`config.mk`:
```
export PLATFORM = sky130hd
export DESIGN_NAME = cdt_timer
export DESIGN_NICKNAME = d
export VERILOG_FILES = /design/src/hdl/cdt_pkg.sv /design/src/hdl/cdt_cnt_if.sv /design/src/hdl/cdt_timer.sv /design/src/hdl/cdt_down_counter.sv
export SDC_FILE = /design/constraint.sdc
export NUM_CORES = 1
export LEC_CHECK = 0
export ABC_CLOCK_PERIOD_IN_PS = 3300
export BUFFER_PORTS_ARGS = -buffer_cell sky130_fd_sc_hd__buf_4
export CORE_MARGIN = 2
export CORE_UTILIZATION = 52
export DETAILED_ROUTE_END_ITERATION = 10
export PLACE_DENSITY = 0.78
export SYNTH_ARGS = -nofsm -noshare
export SYNTH_HDL_FRONTEND = slang
export SYNTH_HIERARCHICAL = 1
export SYNTH_SLANG_ARGS = --single-unit
```
`constraint.sdc`:
```
create_clock -name pclk -period 3.3 [get_ports pclk]
set_input_delay 0.33 -clock pclk [delete_from_list [all_inputs] [get_ports pclk]]
set_output_delay 0.33 -clock pclk [all_outputs]
set_load 0.01 [all_outputs]
```
`src/hdl/cdt_pkg.sv`:
```
// Register map, field positions, reset values and modes of the chained dual down timer.
package cdt_pkg;
  localparam logic [7:0] CTRL_OFS = 8'h00;
  localparam logic [7:0] LRLD_OFS = 8'h04;
  localparam logic [7:0] FRLD_OFS = 8'h08;
  localparam logic [7:0] LCNT_OFS = 8'h0C;
  localparam logic [7:0] FCNT_OFS = 8'h10;
  localparam logic [7:0] STAT_OFS = 8'h14;
  localparam logic [7:0] ICLR_OFS = 8'h18;
  localparam logic [7:0] IEN_OFS = 8'h1C;
  localparam int CTRL_LSTART = 0;
  localparam int CTRL_FSTART = 1;
  localparam int CTRL_LMODE = 2;
  localparam int CTRL_FMODE = 4;
  localparam int CTRL_LTRIG = 6;
  localparam int CTRL_LEDGE = 7;
  localparam int CTRL_LPULSE = 8;
  localparam int CTRL_FPULSE = 9;
  localparam int CTRL_LDIR = 10;
  localparam int CTRL_W = 11;
  localparam int STAT_LIRQ = 0;
  localparam int STAT_FIRQ = 1;
  localparam int STAT_LRUN = 2;
  localparam int STAT_FRUN = 3;
  localparam int STAT_LPIN = 4;
  localparam int STAT_FPIN = 5;
  localparam logic [10:0] CTRL_RST = 11'h000;
  localparam logic [1:0] IRQ_RST = 2'h0;
  localparam logic [31:0] RLD_RST = 32'h0000_0000;
  typedef enum logic [1:0] {
    CDT_TIMER = 2'b00,
    CDT_EVENT = 2'b01,
    CDT_ONESHOT = 2'b10
  } cdt_mode_e;
endpackage

```
`src/hdl/cdt_cnt_if.sv`:
```
// Signals between the timer core and one down-counter channel.
interface cdt_cnt_if #(parameter int W = 16);
  logic load;
  logic dec;
  logic [W-1:0] reload;
  logic [W-1:0] count;
  logic wrap;
  modport ctl (output load, output dec, output reload, input count, input wrap);
  modport cnt (input load, input dec, input reload, output count, output wrap);
endinterface

```
`src/hdl/cdt_timer.sv`:
```
// Chained dual down timer with APB registers, pulse pins and interrupt.
// Summary of operation
// - Start flag set in timer mode makes the lead timer decrement every clock.
// - Lead timer mode underflow reloads, keeps counting, sets lead interrupt bit.
// - Follow event mode decrements once per lead underflow.
// - Follow event mode underflow reloads, keeps counting, sets follow interrupt bit.
// - Follow one-shot mode is triggered by a lead underflow while it is stopped; underflows during a shot are ignored.
// - Follow one-shot with pulse output drives its pin high on start.
// - Follow one-shot end drives pin low, reloads, stops, sets interrupt bit.
// - Lead trigger select with start in one-shot mode waits for selected pin edge.
// - Lead one-shot end reloads, stops and sets the lead interrupt bit.
// - Lead pulses reach the pin only while its direction is output.
// - Lead event mode with zero count and the falling edge selected (CTRL_LEDGE clear) interrupts on every falling edge.
//
// Design decisions made here: the APB slave port and the register offsets.
module cdt_timer #(
  parameter int WIDTH = 16
) (
  input wire logic pclk, // Peripheral clock, also the count source.
  input wire logic presetn, // Asynchronous reset, active low.
  input wire logic psel, // APB select.
  input wire logic penable, // APB enable.
  input wire logic pwrite, // APB direction.
  input wire logic [7:0] paddr, // APB byte address.
  input wire logic [31:0] pwdata, // APB write data.
  output logic [31:0] prdata, // APB read data.
  output logic pready, // APB ready.
  output logic pslverr, // APB error on unmapped address.
  output logic irq, // Level interrupt.
  input wire logic lead_timer_io_pin_i, // Lead pin level in.
  output logic lead_timer_io_pin_o, // Lead pin level out.
  output logic lead_timer_io_pin_oe, // Lead pin driven.
  output logic follow_timer_io_pin_o, // Follow pin level out.
  output logic follow_timer_io_pin_oe // Follow pin driven.
);
  if (WIDTH < 2 || WIDTH > 32) begin : g_bad_width
    $error("cdt_timer WIDTH must lie in 2 to 32");
  end

  logic [cdt_pkg::CTRL_W-1:0] ctrl_reg;
  logic [WIDTH-1:0] rld0_reg;
  logic [WIDTH-1:0] rld1_reg;
  logic [1:0] stat_reg;
  logic [1:0] ien_reg;
  logic [31:0] prdata_reg;
  logic pready_reg;
  logic pslverr_reg;
  logic irq_reg;
  logic lrun_reg;
  logic frun_reg;
  logic lpin_reg;
  logic fpin_reg;
  logic loe_reg;
  logic foe_reg;
  logic lstart_q_reg;
  logic sync1_reg;
  logic sync2_reg;
  logic sync3_reg;
  logic acc;
  logic wr_en;
  logic hit;
  logic [31:0] rdata_next;
  logic act_edge;
  logic fall_edge;
  logic lstart;
  logic fstart;
  logic ltrig;
  logic lstart_rise;
  logic lead_go;
  logic [1:0] dec;
  logic [1:0] load;
  logic [1:0] wrap;
  logic [WIDTH-1:0] count [2];
  logic [WIDTH-1:0] reload [2];
  cdt_pkg::cdt_mode_e lmode;
  cdt_pkg::cdt_mode_e fmode;

  assign lmode = cdt_pkg::cdt_mode_e'(ctrl_reg[cdt_pkg::CTRL_LMODE +: 2]);
  assign fmode = cdt_pkg::cdt_mode_e'(ctrl_reg[cdt_pkg::CTRL_FMODE +: 2]);
  assign lstart = ctrl_reg[cdt_pkg::CTRL_LSTART];
  assign fstart = ctrl_reg[cdt_pkg::CTRL_FSTART];
  assign ltrig = ctrl_reg[cdt_pkg::CTRL_LTRIG];
  assign reload[0] = rld0_reg;
  assign reload[1] = rld1_reg;

  for (genvar i = 0; i < 2; i++) begin : g_ch
    cdt_cnt_if #(.W(WIDTH)) bus ();
    assign bus.load = load[i];
    assign bus.dec = dec[i];
    assign bus.reload = reload[i];
    assign count[i] = bus.count;
    assign wrap[i] = bus.wrap;
    cdt_down_counter #(.W(WIDTH)) u_cnt (
      .pclk(pclk),
      .presetn(presetn),
      .cnt(bus.cnt)
    );
  end

  // Pin synchroniser at the pulled-up idle level, so no false edge follows reset.
  always_ff @(posedge pclk or negedge presetn) begin
    if (!presetn) begin
      sync1_reg <= 1'b1;
      sync2_reg <= 1'b1;
      sync3_reg <= 1'b1;
    end else begin
      sync1_reg <= lead_timer_io_pin_i;
      sync2_reg <= sync1_reg;
      sync3_reg <= sync2_reg;
    end
  end

  assign fall_edge = ~sync2_reg & sync3_reg;
  assign act_edge = ctrl_reg[cdt_pkg::CTRL_LEDGE] ? (sync2_reg & ~sync3_reg) : fall_edge;

  // APB: one wait state, so every access completes in the second access cycle.
  assign acc = psel & penable;
  assign wr_en = acc & pready_reg & pwrite;

  always_comb begin
    hit = 1'b1;
    rdata_next = 32'h0000_0000;
    case (paddr[7:2])
      cdt_pkg::CTRL_OFS[7:2]: rdata_next[cdt_pkg::CTRL_W-1:0] = ctrl_reg;
      cdt_pkg::LRLD_OFS[7:2]: rdata_next[WIDTH-1:0] = rld0_reg;
      cdt_pkg::FRLD_OFS[7:2]: rdata_next[WIDTH-1:0] = rld1_reg;
      cdt_pkg::LCNT_OFS[7:2]: rdata_next[WIDTH-1:0] = count[0];
      cdt_pkg::FCNT_OFS[7:2]: rdata_next[WIDTH-1:0] = count[1];
      cdt_pkg::STAT_OFS[7:2]: begin
        rdata_next[cdt_pkg::STAT_LIRQ] = stat_reg[0];
        rdata_next[cdt_pkg::STAT_FIRQ] = stat_reg[1];
        rdata_next[cdt_pkg::STAT_LRUN] = lrun_reg;
        rdata_next[cdt_pkg::STAT_FRUN] = frun_reg;
        rdata_next[cdt_pkg::STAT_LPIN] = lpin_reg;
        rdata_next[cdt_pkg::STAT_FPIN] = fpin_reg;
      end
      cdt_pkg::ICLR_OFS[7:2]: rdata_next = 32'h0000_0000;
      cdt_pkg::IEN_OFS[7:2]: rdata_next[1:0] = ien_reg;
      default: hit = 1'b0;
    endcase
  end

  always_ff @(posedge pclk or negedge presetn) begin
    if (!presetn) begin
      pready_reg <= 1'b0;
      pslverr_reg <= 1'b0;
      prdata_reg <= 32'h0000_0000;
    end else begin
      pready_reg <= acc & ~pready_reg;
      pslverr_reg <= acc & ~pready_reg & ~hit;
      if (acc && !pready_reg && !pwrite) begin
        prdata_reg <= rdata_next;
      end
    end
  end

  always_ff @(posedge pclk or negedge presetn) begin
    if (!presetn) begin
      ctrl_reg <= cdt_pkg::CTRL_RST;
      rld0_reg <= cdt_pkg::RLD_RST[WIDTH-1:0];
      rld1_reg <= cdt_pkg::RLD_RST[WIDTH-1:0];
      ien_reg <= cdt_pkg::IRQ_RST;
    end else if (wr_en) begin
      case (paddr[7:2])
        cdt_pkg::CTRL_OFS[7:2]: ctrl_reg <= pwdata[cdt_pkg::CTRL_W-1:0];
        cdt_pkg::LRLD_OFS[7:2]: rld0_reg <= pwdata[WIDTH-1:0];
        cdt_pkg::FRLD_OFS[7:2]: rld1_reg <= pwdata[WIDTH-1:0];
        cdt_pkg::IEN_OFS[7:2]: ien_reg <= pwdata[1:0];
        default: ;
      endcase
    end
  end

  // Sticky request bits; a new event wins over a clear in the same cycle.
  always_ff @(posedge pclk or negedge presetn) begin
    if (!presetn) begin
      stat_reg <= cdt_pkg::IRQ_RST;
    end else begin
      for (int i = 0; i < 2; i++) begin
        if (wrap[i]) begin
          stat_reg[i] <= 1'b1;
        end else if (wr_en && paddr[7:2] == cdt_pkg::ICLR_OFS[7:2] && pwdata[i]) begin
          stat_reg[i] <= 1'b0;
        end
      end
    end
  end

  always_ff @(posedge pclk or negedge presetn) begin
    if (!presetn) begin
      irq_reg <= 1'b0;
    end else begin
      irq_reg <= |(stat_reg & ien_reg);
    end
  end

  // Lead run control.
  always_ff @(posedge pclk or negedge presetn) begin
    if (!presetn) begin
      lstart_q_reg <= 1'b0;
    end else begin
      lstart_q_reg <= lstart;
    end
  end

  assign lstart_rise = lstart & ~lstart_q_reg;
  assign lead_go = ltrig ? act_edge : lstart_rise;

  always_ff @(posedge pclk or negedge presetn) begin
    if (!presetn) begin
      lrun_reg <= 1'b0;
    end else if (!lstart) begin
      lrun_reg <= 1'b0;
    end else begin
      case (lmode)
        cdt_pkg::CDT_ONESHOT: begin
          if (wrap[0]) begin
            lrun_reg <= 1'b0;
          end else if (lead_go) begin
            lrun_reg <= 1'b1;
          end
        end
        default: lrun_reg <= 1'b1;
      endcase
    end
  end

  // Lead counts clocks, or pin edges in event mode; it holds the reload while stopped.
  always_comb begin
    load[0] = ~lrun_reg;
    case (lmode)
      cdt_pkg::CDT_EVENT: dec[0] = lrun_reg & act_edge;
      default: dec[0] = lrun_reg;
    endcase
  end

  // Follow run control.
  always_ff @(posedge pclk or negedge presetn) begin
    if (!presetn) begin
      frun_reg <= 1'b0;
    end else if (!fstart) begin
      frun_reg <= 1'b0;
    end else begin
      case (fmode)
        cdt_pkg::CDT_ONESHOT: begin
          if (wrap[1]) begin
            frun_reg <= 1'b0;
          end else if (wrap[0]) begin
            frun_reg <= 1'b1;
          end
        end
        default: frun_reg <= 1'b1;
      endcase
    end
  end

  always_comb begin
    load[1] = ~frun_reg;
    case (fmode)
      cdt_pkg::CDT_EVENT: dec[1] = frun_reg & wrap[0];
      default: dec[1] = frun_reg;
    endcase
  end

  // Pin levels and drivers.
  always_ff @(posedge pclk or negedge presetn) begin
    if (!presetn) begin
      lpin_reg <= 1'b0;
      loe_reg <= 1'b0;
    end else begin
      loe_reg <= ctrl_reg[cdt_pkg::CTRL_LPULSE] & ctrl_reg[cdt_pkg::CTRL_LDIR];
      if (!ctrl_reg[cdt_pkg::CTRL_LPULSE] || lmode != cdt_pkg::CDT_TIMER) begin
        lpin_reg <= 1'b0;
      end else if (wrap[0]) begin
        lpin_reg <= ~lpin_reg;
      end
    end
  end

  always_ff @(posedge pclk or negedge presetn) begin
    if (!presetn) begin
      fpin_reg <= 1'b0;
      foe_reg <= 1'b0;
    end else begin
      foe_reg <= ctrl_reg[cdt_pkg::CTRL_FPULSE];
      if (!ctrl_reg[cdt_pkg::CTRL_FPULSE]) begin
        fpin_reg <= 1'b0;
      end else if (fmode == cdt_pkg::CDT_ONESHOT) begin
        if (wrap[1] || !fstart) begin
          fpin_reg <= 1'b0;
        end else if (wrap[0] && !frun_reg) begin
          fpin_reg <= 1'b1;
        end
      end else if (wrap[1]) begin
        fpin_reg <= ~fpin_reg;
      end
    end
  end

  assign prdata = prdata_reg;
  assign pready = pready_reg;
  assign pslverr = pslverr_reg;
  assign irq = irq_reg;
  assign lead_timer_io_pin_o = lpin_reg;
  assign lead_timer_io_pin_oe = loe_reg;
  assign follow_timer_io_pin_o = fpin_reg;
  assign follow_timer_io_pin_oe = foe_reg;
endmodule

```
`src/hdl/cdt_down_counter.sv`:
```
// One reloadable down-counter channel.
module cdt_down_counter #(
  parameter int W = 16
) (
  input wire logic pclk, // Peripheral clock.
  input wire logic presetn, // Asynchronous reset, active low.
  cdt_cnt_if.cnt cnt // Control and count.
);
  logic [W-1:0] count_reg;

  // A decrement at zero reloads, so a reload of n spans n plus one steps.
  assign cnt.wrap = cnt.dec & ~cnt.load & (count_reg == '0);
  assign cnt.count = count_reg;

  always_ff @(posedge pclk or negedge presetn) begin
    if (!presetn) begin
      count_reg <= '0;
    end else if (cnt.load) begin
      count_reg <= cnt.reload;
    end else if (cnt.dec) begin
      if (count_reg == '0) begin
        count_reg <= cnt.reload;
      end else begin
        count_reg <= count_reg - W'(1);
      end
    end
  end
endmodule

```
==> results.toml, run 1 <==
[status]
status = "finished clean"

[routing]
vias_per_cell = 6.36
drt_wl_total_um = 14900
vias = 4770
post_drt_wl_per_cell_um = 19.9
drtIter0Drc = 462
first_pass_iters = 5
drc_errors = 0
ant_nets = 0

[critical_path]
cpMaxStageDelayCell = "or4_4"
cp.required_ns = 3.53
rr_worst_depth = 11
end_kind = "flip-flop"
path_class = "flip-flop to flip-flop"
cp.arrival_ns = 3.38
crit_chain = "inv_1 > ha_1 > or4b_1 > or4_4 > nor3b_1 > nor3b_1 > nor2_1 > nor2_1 > or2_1 > o32ai_1 > nor3b_2"
crit_path_max_incr_delay_ns = 0.48
r2r-end = "g_ch[1].u_cnt/cnt.count[11]$_DFFE_PN0P_"
r2r_start = "g_ch[0].u_cnt/cnt.count[1]$_DFFE_PN0P_"
start_kind = "flip-flop"
cp_max_fo = 7
r2r_slack_ns = 0.15

[synth]
ys.flop_type = "dfrtp_1"
avgSynthCellArea_sq_um = 10.8
muxShareOfSynthArea_pct = 13.6
yosys_warnings = 6
synthArstFlopShare_pct = 100
netlist_area_sq_mm = 0.00597
synthXorXnorAreaFrac_pct = 0.440
netlist_instances = 554
yosysSeqAreaShare_pct = 45.3
synthAdderAreaFrac_pct = 0.838
synth-edff-count = 0
synth_compound_area_share_pct = 14.2
synth_cell_types = 70
ys_seq_elements = 108
yosys.area_share.simple_pct = 18.8
synth_top_family_by_area = "simple AND/OR/NAND/NOR gates"

[die]
initial_core_util_pct = 52.8
placement_rows = 39
core_sq_mm = 0.0113
die_y_um = 111
die_w_um = 111
dieArea_sq_mm = 0.0124
io_pins = 85

[sta]
period_needed_ns = 3.15
grt_setup_unrepaired = "no"
hold-worst-slack_ns = 0.0853
hold_viol_final = 0
worstMarginPinSlew_ns = 1.12
setup_viol = 0
report.final.slew_viol_count = 0
skew_ns = 0.0102
timing.final.ws_setup_ns = 0.150
slew_headroom_pct = 25.4
finalSetupTns_ns = 0
clock.fmax_mhz = 317
finalCritPeriodShare_pct = 95.5

[cts]
clk_latency_ns = 0.35
cts-root-buf = "clkbuf_16"
postCtsSetupBuffers = 0
postCtsHoldBufs = 0
path_clk_slew_ns = 0.07
max-clock-path-buffers = 2
cts_tree = "built"
htree_levels = 3
cts_resized = 0
clock_sinks = 108
cts_buffers = 9

[global_routing]
grt_pass1_vias = 4601
groute.usage.overall_pct = 24.5
grt_pass1_wl_um = 24100
overflow = 0
grt_antenna_before_repair = 0
grt_max_degree = 91

[finish]
nets = 653
drive_above_1_share_pct = 25.0
antennaDiodeCount = 0
fin_cells = 750
area_growth_pct = 11.7

[job]
drv_cap = 0

[placement]
dp_slack_ns = 0.233
gp_congestion = 0.914
place_inst = 735
portBuffers = 50
dp_hpwl_um = 10600

[power]
p_leak_nw = 3.10
ir_drop_mv = 0.251
powerDensity_mw_per_mm2 = 500

[worst_hold_path]
hold_class = "input port to flip-flop"
holdPathEnd = "sync1_reg$_DFF_PN1_"
whs_path_depth = 1
min_from = "lead_timer_io_pin_i"
[final cells by class]
cell class | count | area [sq um]
clock buffers | 13 | 250
clock inverters | 2 | 35.0
fillers | 925 | 4650
inverters | 14 | 52.6
multi-input cells | 401 | 2930
flip-flops and latches | 108 | 2710
well taps | 143 | 179
repair buffers | 69 | 518
[critical path: cells and delay by family, from the launching register on]
kind / cells / cell delay (ns)
fa+ha+maj: 1 / 0.16
flops: 1 / 0.44
simple gates: 8 / 2.11
buf+inv: 1 / 0.11
compound gates: 1 / 0.19
[power breakdown]
part / leakage [nW] / internal, mW / switching, mW
Clock: 0.140 / 0.605 / 0.464
Sequential: 1.42 / 1.46 / 0.185
Combinational: 1.54 / 0.287 / 0.333
Total: 3.10 / 2.36 / 0.981
[worst max path at each step]
stage | startpoint | end | slack [ns] | cells past startpoint
finish | g_ch[0].u_cnt/cnt.count[1]$_DFFE_PN0P_ | g_ch[1].u_cnt/cnt.count[11]$_DFFE_PN0P_ | 0.15 | 11
detailed placement | g_ch[0].u_cnt/cnt.count[1]$_DFFE_PN0P_ | g_ch[1].u_cnt/cnt.count[11]$_DFFE_PN0P_ | 0.23 | 11
CTS | g_ch[0].u_cnt/cnt.count[1]$_DFFE_PN0P_ | follow_timer_io_pin_o$_DFFE_PN0P_ | 0.20 | 12
global route | g_ch[0].u_cnt/cnt.count[1]$_DFFE_PN0P_ | follow_timer_io_pin_o$_DFFE_PN0P_ | 0.01 | 12
floorplan | g_ch[0].u_cnt/cnt.count[10]$_DFFE_PN0P_ | g_ch[1].u_cnt/cnt.count[8]$_DFFE_PN0P_ | 0.07 | 9
global placement | g_ch[0].u_cnt/cnt.count[1]$_DFFE_PN0P_ | g_ch[1].u_cnt/cnt.count[13]$_DFFE_PN0P_ | 0.29 | 11
[logic make-up (layout without fill, tap and decap cells)]
kind of cell	count (synthesis)	in the layout
simple gates	198	198
compound gates	120	120
flops	108	108
mux	60	60
buf+inv	60	98
fa+ha+maj	4	4
xor+xnor	3	3
other cells	1	16
[cell usage after synthesis (all sizes together) (9+ instances only)]
| cell | count | share of area (%) |
|---|---|---|
| nor3b | 12 | 2.0 |
| nor4 | 9 | 1.2 |
| nor3 | 13 | 1.3 |
| nand2 | 24 | 1.8 |
| clkbuf | 11 | 0.71 |
| o21ai | 23 | 2.1 |
| a21oi | 25 | 2.2 |
| mux2 | 50 | 10 |
| nor2 | 50 | 3.1 |
| buf | 35 | 5.1 |
| a31oi | 10 | 1.0 |
| inv | 14 | 0.88 |
| dfrtp | 105 | 44 |
| a221oi | 11 | 1.6 |
| nand3 | 35 | 2.9 |
| mux4 | 9 | 3.4 |
| nand4 | 10 | 1.0 |
[metal layers]
| layer | vias to the layer above | global-route usage [%] | routed length [um] |
|---|---|---|---|
| li1 | 2138 | - | - |
| met1 | 2379 | 32.7 | 6170 |
| met5 | - | 0 | 0 |
| met3 | 38 | 4.21 | 896 |
| met2 | 215 | 40.5 | 7440 |
| met4 | 0 | 8.48 | 390 |
[through the flow]
| stage | instance area [sq um] | util (%) | power, mW |
|---|---|---|---|
| 6_report | 6670 | 58.9 | 3.34 |
| 2_1_floorplan | 6030 | - | 2.05 |
| 3_3_place_gp | 6390 | 56.4 | 2.25 |
| 4_1_cts | 6670 | 58.9 | 3.35 |
| 5_1_grt | 6670 | 58.9 | 3.50 |
| 3_5_place_dp | 6390 | 56.4 | 2.28 |
[cells in the final DEF, fill, tap and decap left out, drive strengths merged, types with 2 or more instances in the layout]
cell     instances
o41a             2
inv             14
a22oi            7
nand2           24
o311ai           2
nand2b           7
o22a             4
and2             3
nor3b           12
conb            16
nor3            13
or3              7
o21a             5
a221oi          11
dfstp            3
clkbuf          13
o22ai            3
a21o             3
mux2            50
a32oi            2
or2              4
ha               4
nand3           35
o21ai           23
a21oi           25
nor4             9
a22o             8
nor2            50
nor2b            7
nand4           10
or4b             2
o32ai            6
a31oi           10
buf             69
or4              6
dfrtp          105
and3             5
xnor2            3
mux4             9
o2bb2ai          2
(Power assumes the default switching activity.)
==> run 2, diff against run 1 <==
--- a/config.mk
+++ b/config.mk
@@ -5,12 +5,12 @@
 export SDC_FILE = /design/constraint.sdc
 export NUM_CORES = 1
 export LEC_CHECK = 0
-export ABC_CLOCK_PERIOD_IN_PS = 3300
+export ABC_CLOCK_PERIOD_IN_PS = 3250
 export BUFFER_PORTS_ARGS = -buffer_cell sky130_fd_sc_hd__buf_4
 export CORE_MARGIN = 2
-export CORE_UTILIZATION = 52
+export CORE_UTILIZATION = 58
 export DETAILED_ROUTE_END_ITERATION = 10
-export PLACE_DENSITY = 0.78
+export PLACE_DENSITY = 0.83
 export SYNTH_ARGS = -nofsm -noshare
 export SYNTH_HDL_FRONTEND = slang
 export SYNTH_HIERARCHICAL = 1
==> constraint.sdc (replaced) <==
create_clock -name pclk -period 3.25 [get_ports pclk]
set_input_delay 0.325 -clock pclk [delete_from_list [all_inputs] [get_ports pclk]]
set_output_delay 0.325 -clock pclk [all_outputs]
set_load 0.01 [all_outputs]
==> results.toml, run 2 (synthesis gave the netlist of run 1 again) <==
[routing]
vias_per_cell = 6.44
drtIter0Drc = 524
vias = 4820
post_drt_wl_per_cell_um = 20.0
ant_nets = 0
drc_errors = 0
first_pass_iters = 5
drt_wl_total_um = 15000

[finish]
most-common-layout-cells = "dfrtp_1, buf_4, nor2_1"
drive_above_1_share_pct = 25.8
nets = 657
layout_commonest_cell = "dfrtp_1"
antennaDiodeCount = 0
final_util_pct = 65.1
area_growth_pct = 10.4

[power]
ir_drop_mv = 0.227
powerDensity_mw_per_mm2 = 471
p_leak_nw = 3.07

[cts]
path_clk_slew_ns = 0.10
cts_buffers = 9
clock_sinks = 108
clk_latency_ns = 0.39
htree_levels = 3
max-clock-path-buffers = 2
cts-root-buf = "clkbuf_8"
cts_tree = "built"

[die]
initial_core_util_pct = 58.9
core_sq_mm = 0.0101
die_y_um = 105
die_w_um = 105
io_pins = 85
dieArea_sq_mm = 0.0111
placement_rows = 37

[status]
violations = "negative hold slack"
status = "complete, but fails checks"

[global_routing]
grt_antenna_before_repair = 0
grt_pass1_vias = 4523
grt_max_degree = 56
overflow = 0
groute.usage.overall_pct = 28.0
grt_pass1_wl_um = 24300

[critical_path]
r2r_slack_ns = 0.17
end_kind = "flip-flop"
start_kind = "flip-flop"
cp.required_ns = 3.59
cp_max_fo = 6
startpoint = "g_ch[0].u_cnt/cnt.count[1]$_DFFE_PN0P_"
r2r-end = "follow_timer_io_pin_o$_DFFE_PN0P_"
cp.arrival_ns = 3.42
setup.worst_path.end = "follow_timer_io_pin_o$_DFFE_PN0P_"
rr_worst_depth = 12
path_class = "flip-flop to flip-flop"
r2r_start = "g_ch[0].u_cnt/cnt.count[1]$_DFFE_PN0P_"

[sta]
skew_ns = 0.0140
clock.fmax_mhz = 325
setup_viol = 0
finalCritPeriodShare_pct = 94.8
worstMarginPinSlew_ns = 0.797
finalSetupTns_ns = 0
period_needed_ns = 3.08
hold-worst-slack_ns = -0.0138
report.final.slew_viol_count = 0
hold_viol_final = 15
grt_setup_unrepaired = "no"
slew_headroom_pct = 46.9

[placement]
gp_congestion = 0.943
portBuffers = 50
dp_hpwl_um = 10800

[worst_hold_path]
hold_class = "input port to asynchronous set/reset pin"

[job]
drv_cap = 0
## run 2: changes by cell type in the layout (fill, tap and decap cells not counted), sizes merged
cell and delta:
clkbuf +2, bufinv -1, buf +4
## run 2: metal layers
| layer | global-route usage [%] | share of wire, % | up-vias |
|---|---|---|---|
| met5 | 0 | 0 | - |
| met1 | 38.9 | 41 | 2402 |
| met3 | 4.51 | 7.7 | 25 |
| met2 | 45.5 | 50 | 249 |
| li1 | - | - | 2144 |
| met4 | 8.74 | 1.9 | 0 |
## run 2: layout make-up
| class | count | area (sq um) |
|---|---|---|
| Fill cell | 787 | 3540 |
| Multi-Input combinational cell | 401 | 2940 |
| Clock inverter | 1 | 5.00 |
| Timing Repair Buffer | 73 | 548 |
| Inverter | 14 | 52.6 |
| Tap cell | 136 | 170 |
| Sequential cell | 108 | 2710 |
| Clock buffer | 15 | 176 |
## run 2: how the worst min path moves through the flow
| stage | from | to | slack, ns | cells after the start |
|---|---|---|---|---|
| finish | presetn | g_ch[1].bus.reload[11]$_DFFE_PN0P_ | -0.01 | 1 |
| global route | presetn | g_ch[0].bus.reload[1]$_DFFE_PN0P_ | 0.03 | 1 |
| detailed placement | sync1_reg$_DFF_PN1_ | sync2_reg$_DFF_PN1_ | 0.35 | 0 |
| global placement | sync1_reg$_DFF_PN1_ | sync2_reg$_DFF_PN1_ | 0.35 | 0 |
| floorplan | presetn | ctrl_reg[0]$_DFFE_PN0P_ | 0.03 | 0 |
| CTS | presetn | g_ch[1].bus.reload[11]$_DFFE_PN0P_ | 0.009 | 1 |
## run 2: what timing repair did
action	CTS	global route
setup endpoints to repair	0	5
buffers inserted	0	0
hold buffers	0	0
gates resized for setup	0	1
hold endpoints to repair	0	0
## run 2: critical path: stages, from the launching register on
cell	delay, ns
dfrtp_1	0.45
inv_1	0.12
ha_1	0.15
or4b_1	0.48
or4_4	0.48
nor3b_2	0.22
nor3b_1	0.10
nor2_1	0.16
buf_4	0.17
nor3b_1	0.22
buf_4	0.17
nor3b_1	0.19
o21a_1	0.13
## run 2: metrics by stage
| step | setup WS [ns] | power, mW | std cells | area (sq um) |
|---|---|---|---|---|
| floorplan | 0.0249 | 2.08 | 569 | 6030 |
| finish | 0.170 | 3.11 | 748 | 6600 |
| CTS | 0.128 | 3.11 | 748 | 6590 |
| global placement | 0.230 | 2.28 | 732 | 6410 |
| global route | 0.0264 | 3.26 | 748 | 6600 |
| detailed placement | 0.165 | 2.33 | 732 | 6410 |
## run 2: power by group
part	total, mW	switching (mW)	leakage, nW	internal [mW]
combinational	0.639	0.345	1.56	0.294
sequential	1.68	0.197	1.42	1.49
clock	0.784	0.441	0.0937	0.343
==> run 3, diff against run 2 <==
--- a/config.mk
+++ b/config.mk
@@ -11,6 +11,7 @@
 export CORE_UTILIZATION = 58
 export DETAILED_ROUTE_END_ITERATION = 10
 export PLACE_DENSITY = 0.83
+export REMOVE_ABC_BUFFERS = 1
 export SYNTH_ARGS = -nofsm -noshare
 export SYNTH_HDL_FRONTEND = slang
 export SYNTH_HIERARCHICAL = 1
==> results.toml, run 3 (synthesis gave the netlist of run 1 again) <==
[global_routing]
grt_antenna_before_repair = 0
overflow = 0
groute.usage.overall_pct = 28.4
grt_max_degree = 81
grt_pass1_vias = 4634
grt_pass1_wl_um = 24800

[sta]
hold-worst-slack_ns = 0.0480
report.final.slew_viol_count = 0
clock.fmax_mhz = 337
hold_viol_final = 0
period_needed_ns = 2.96
slew_headroom_pct = 33.7
worstMarginPinSlew_ns = 0.994
skew_ns = 0.00726
setup_viol = 0
timing.final.ws_setup_ns = 0.286
finalCritPeriodShare_pct = 91.2
grt_setup_unrepaired = "no"

[finish]
fillers = 773
layout_commonest_cell = "dfrtp_1"
fin_cells = 751
drive_above_1_share_pct = 26.8
most-common-layout-cells = "dfrtp_1, buf_4, nor2_1"
stdcell_area_sq_mm = 0.00666
antennaDiodeCount = 0
final_util_pct = 65.7
nets = 660
area_growth_pct = 11.4

[critical_path]
cp.arrival_ns = 3.25
path_class = "flip-flop to flip-flop"
cp.required_ns = 3.53
end_kind = "flip-flop"
r2r_start = "g_ch[0].u_cnt/cnt.count[0]$_DFFE_PN0P_"
startpoint = "g_ch[0].u_cnt/cnt.count[0]$_DFFE_PN0P_"
start_kind = "flip-flop"
cp_max_fo = 11

[die]
initial_core_util_pct = 58.9
core_sq_mm = 0.0101
dieArea_sq_mm = 0.0111
die_w_um = 105
die_y_um = 105
placement_rows = 37
io_pins = 85

[status]
status = "finished clean"

[routing]
post_drt_wl_per_cell_um = 20.1
vias = 4784
ant_nets = 0
drtIter0Drc = 424
first_pass_iters = 5
vias_per_cell = 6.37
drt_wl_total_um = 15100
drc_errors = 0

[cts]
path_clk_slew_ns = 0.10
postCtsHoldBufs = 0
cts_tree = "built"
cts_buffers = 9
cts-root-buf = "clkbuf_8"
clock_sinks = 108
postCtsSetupBuffers = 0
clk_latency_ns = 0.37
htree_levels = 3
max-clock-path-buffers = 2

[worst_hold_path]
hold_class = "input port to flip-flop"
min_from = "lead_timer_io_pin_i"

[placement]
place_area_sq_mm = 0.00643
gp_congestion = 0.887
dp_slack_ns = 0.191
portBuffers = 50
dp_hpwl_um = 10900
place_inst = 735

[power]
ir_drop_mv = 0.249
p_leak_nw = 3.10
powerDensity_mw_per_mm2 = 480

[job]
drv_cap = 0
-- run 3: cell types whose count changed in the layout (fill, tap and decap cells not counted), sizes merged --
| cell | delta |
|---|---|
| inv | +1 |
| bufinv | +1 |
| clkinvlp | +2 |
| clkbuf | -4 |
| buf | +3 |
-- run 3: what timing repair did --
| item | 4_1_cts | 5_1_grt |
|---|---|---|
| gates resized for setup | 0 | 3 |
| endpoints found under the setup margin | 0 | 6 |
| hold endpoints to repair | 0 | 0 |
-- run 3: stage by stage --
stage                     total power [mW]  TNS [ns]
after CTS                             3.19         0
after global routing                  3.34         0
after detailed placement              2.33         0
after floorplan                       2.05   -0.0843
after global placement                2.29         0
final                                 3.19         0
-- run 3: critical path, cell delays in order, from the launching register on --
cell and delay [ns]:
dfrtp_1 0.40, inv_1 0.09, ha_1 0.15, or4b_1 0.48, or4_4 0.49, nor3b_4 0.24, nor3b_1 0.09, nor2_1 0.12
buf_4 0.16, or2_2 0.13, buf_4 0.19, a31oi_1 0.10, a22oi_1 0.23
-- run 3: path summary, 6_finish.rpt --
path | to | slack [ns] | depth (start not counted)
min | sync1_reg$_DFF_PN1_ | 0.05 | 1
min reg2reg | sync2_reg$_DFF_PN1_ | 0.36 | 0
max reg2reg | g_ch[1].u_cnt/cnt.count[8]$_DFFE_PN0P_ | 0.29 | 12
max in group asynchronous | g_ch[1].bus.reload[9]$_DFFE_PN0P_ | 2.27 | 2
min in group asynchronous | lead_timer_io_pin_o$_DFFE_PN0P_ | 0.09 | 1
max | g_ch[1].u_cnt/cnt.count[8]$_DFFE_PN0P_ | 0.29 | 12
-- run 3: final cells by class --
class                   count  area (sq um)  share of cell area (%)
clock inverters             5          58.8                   0.883
multi-input cells         401          2950                    44.3
clock buffers              11           151                    2.27
flip-flops and latches    108          2710                    40.7
well taps                 136           170                    2.56
repair buffers             76           571                    8.57
inverters                  14          52.6                   0.789
-- run 3: report_power, final --
group,switching [mW],internal [mW],leakage (nW)
Combinational,0.347,0.293,1.58
Clock,0.475,0.400,0.102
Sequential,0.193,1.49,1.42
-- run 3: routing by layer --
metal / track usage [%] / share of wire [%] / vias to the layer above
li1: - / - / 2158
met1: 38.8 / 42 / 2367
met2: 45.6 / 49 / 226
met3: 6.31 / 7.2 / 33
met4: 9.02 / 2.4 / 0
met5: 0 / 0 / -
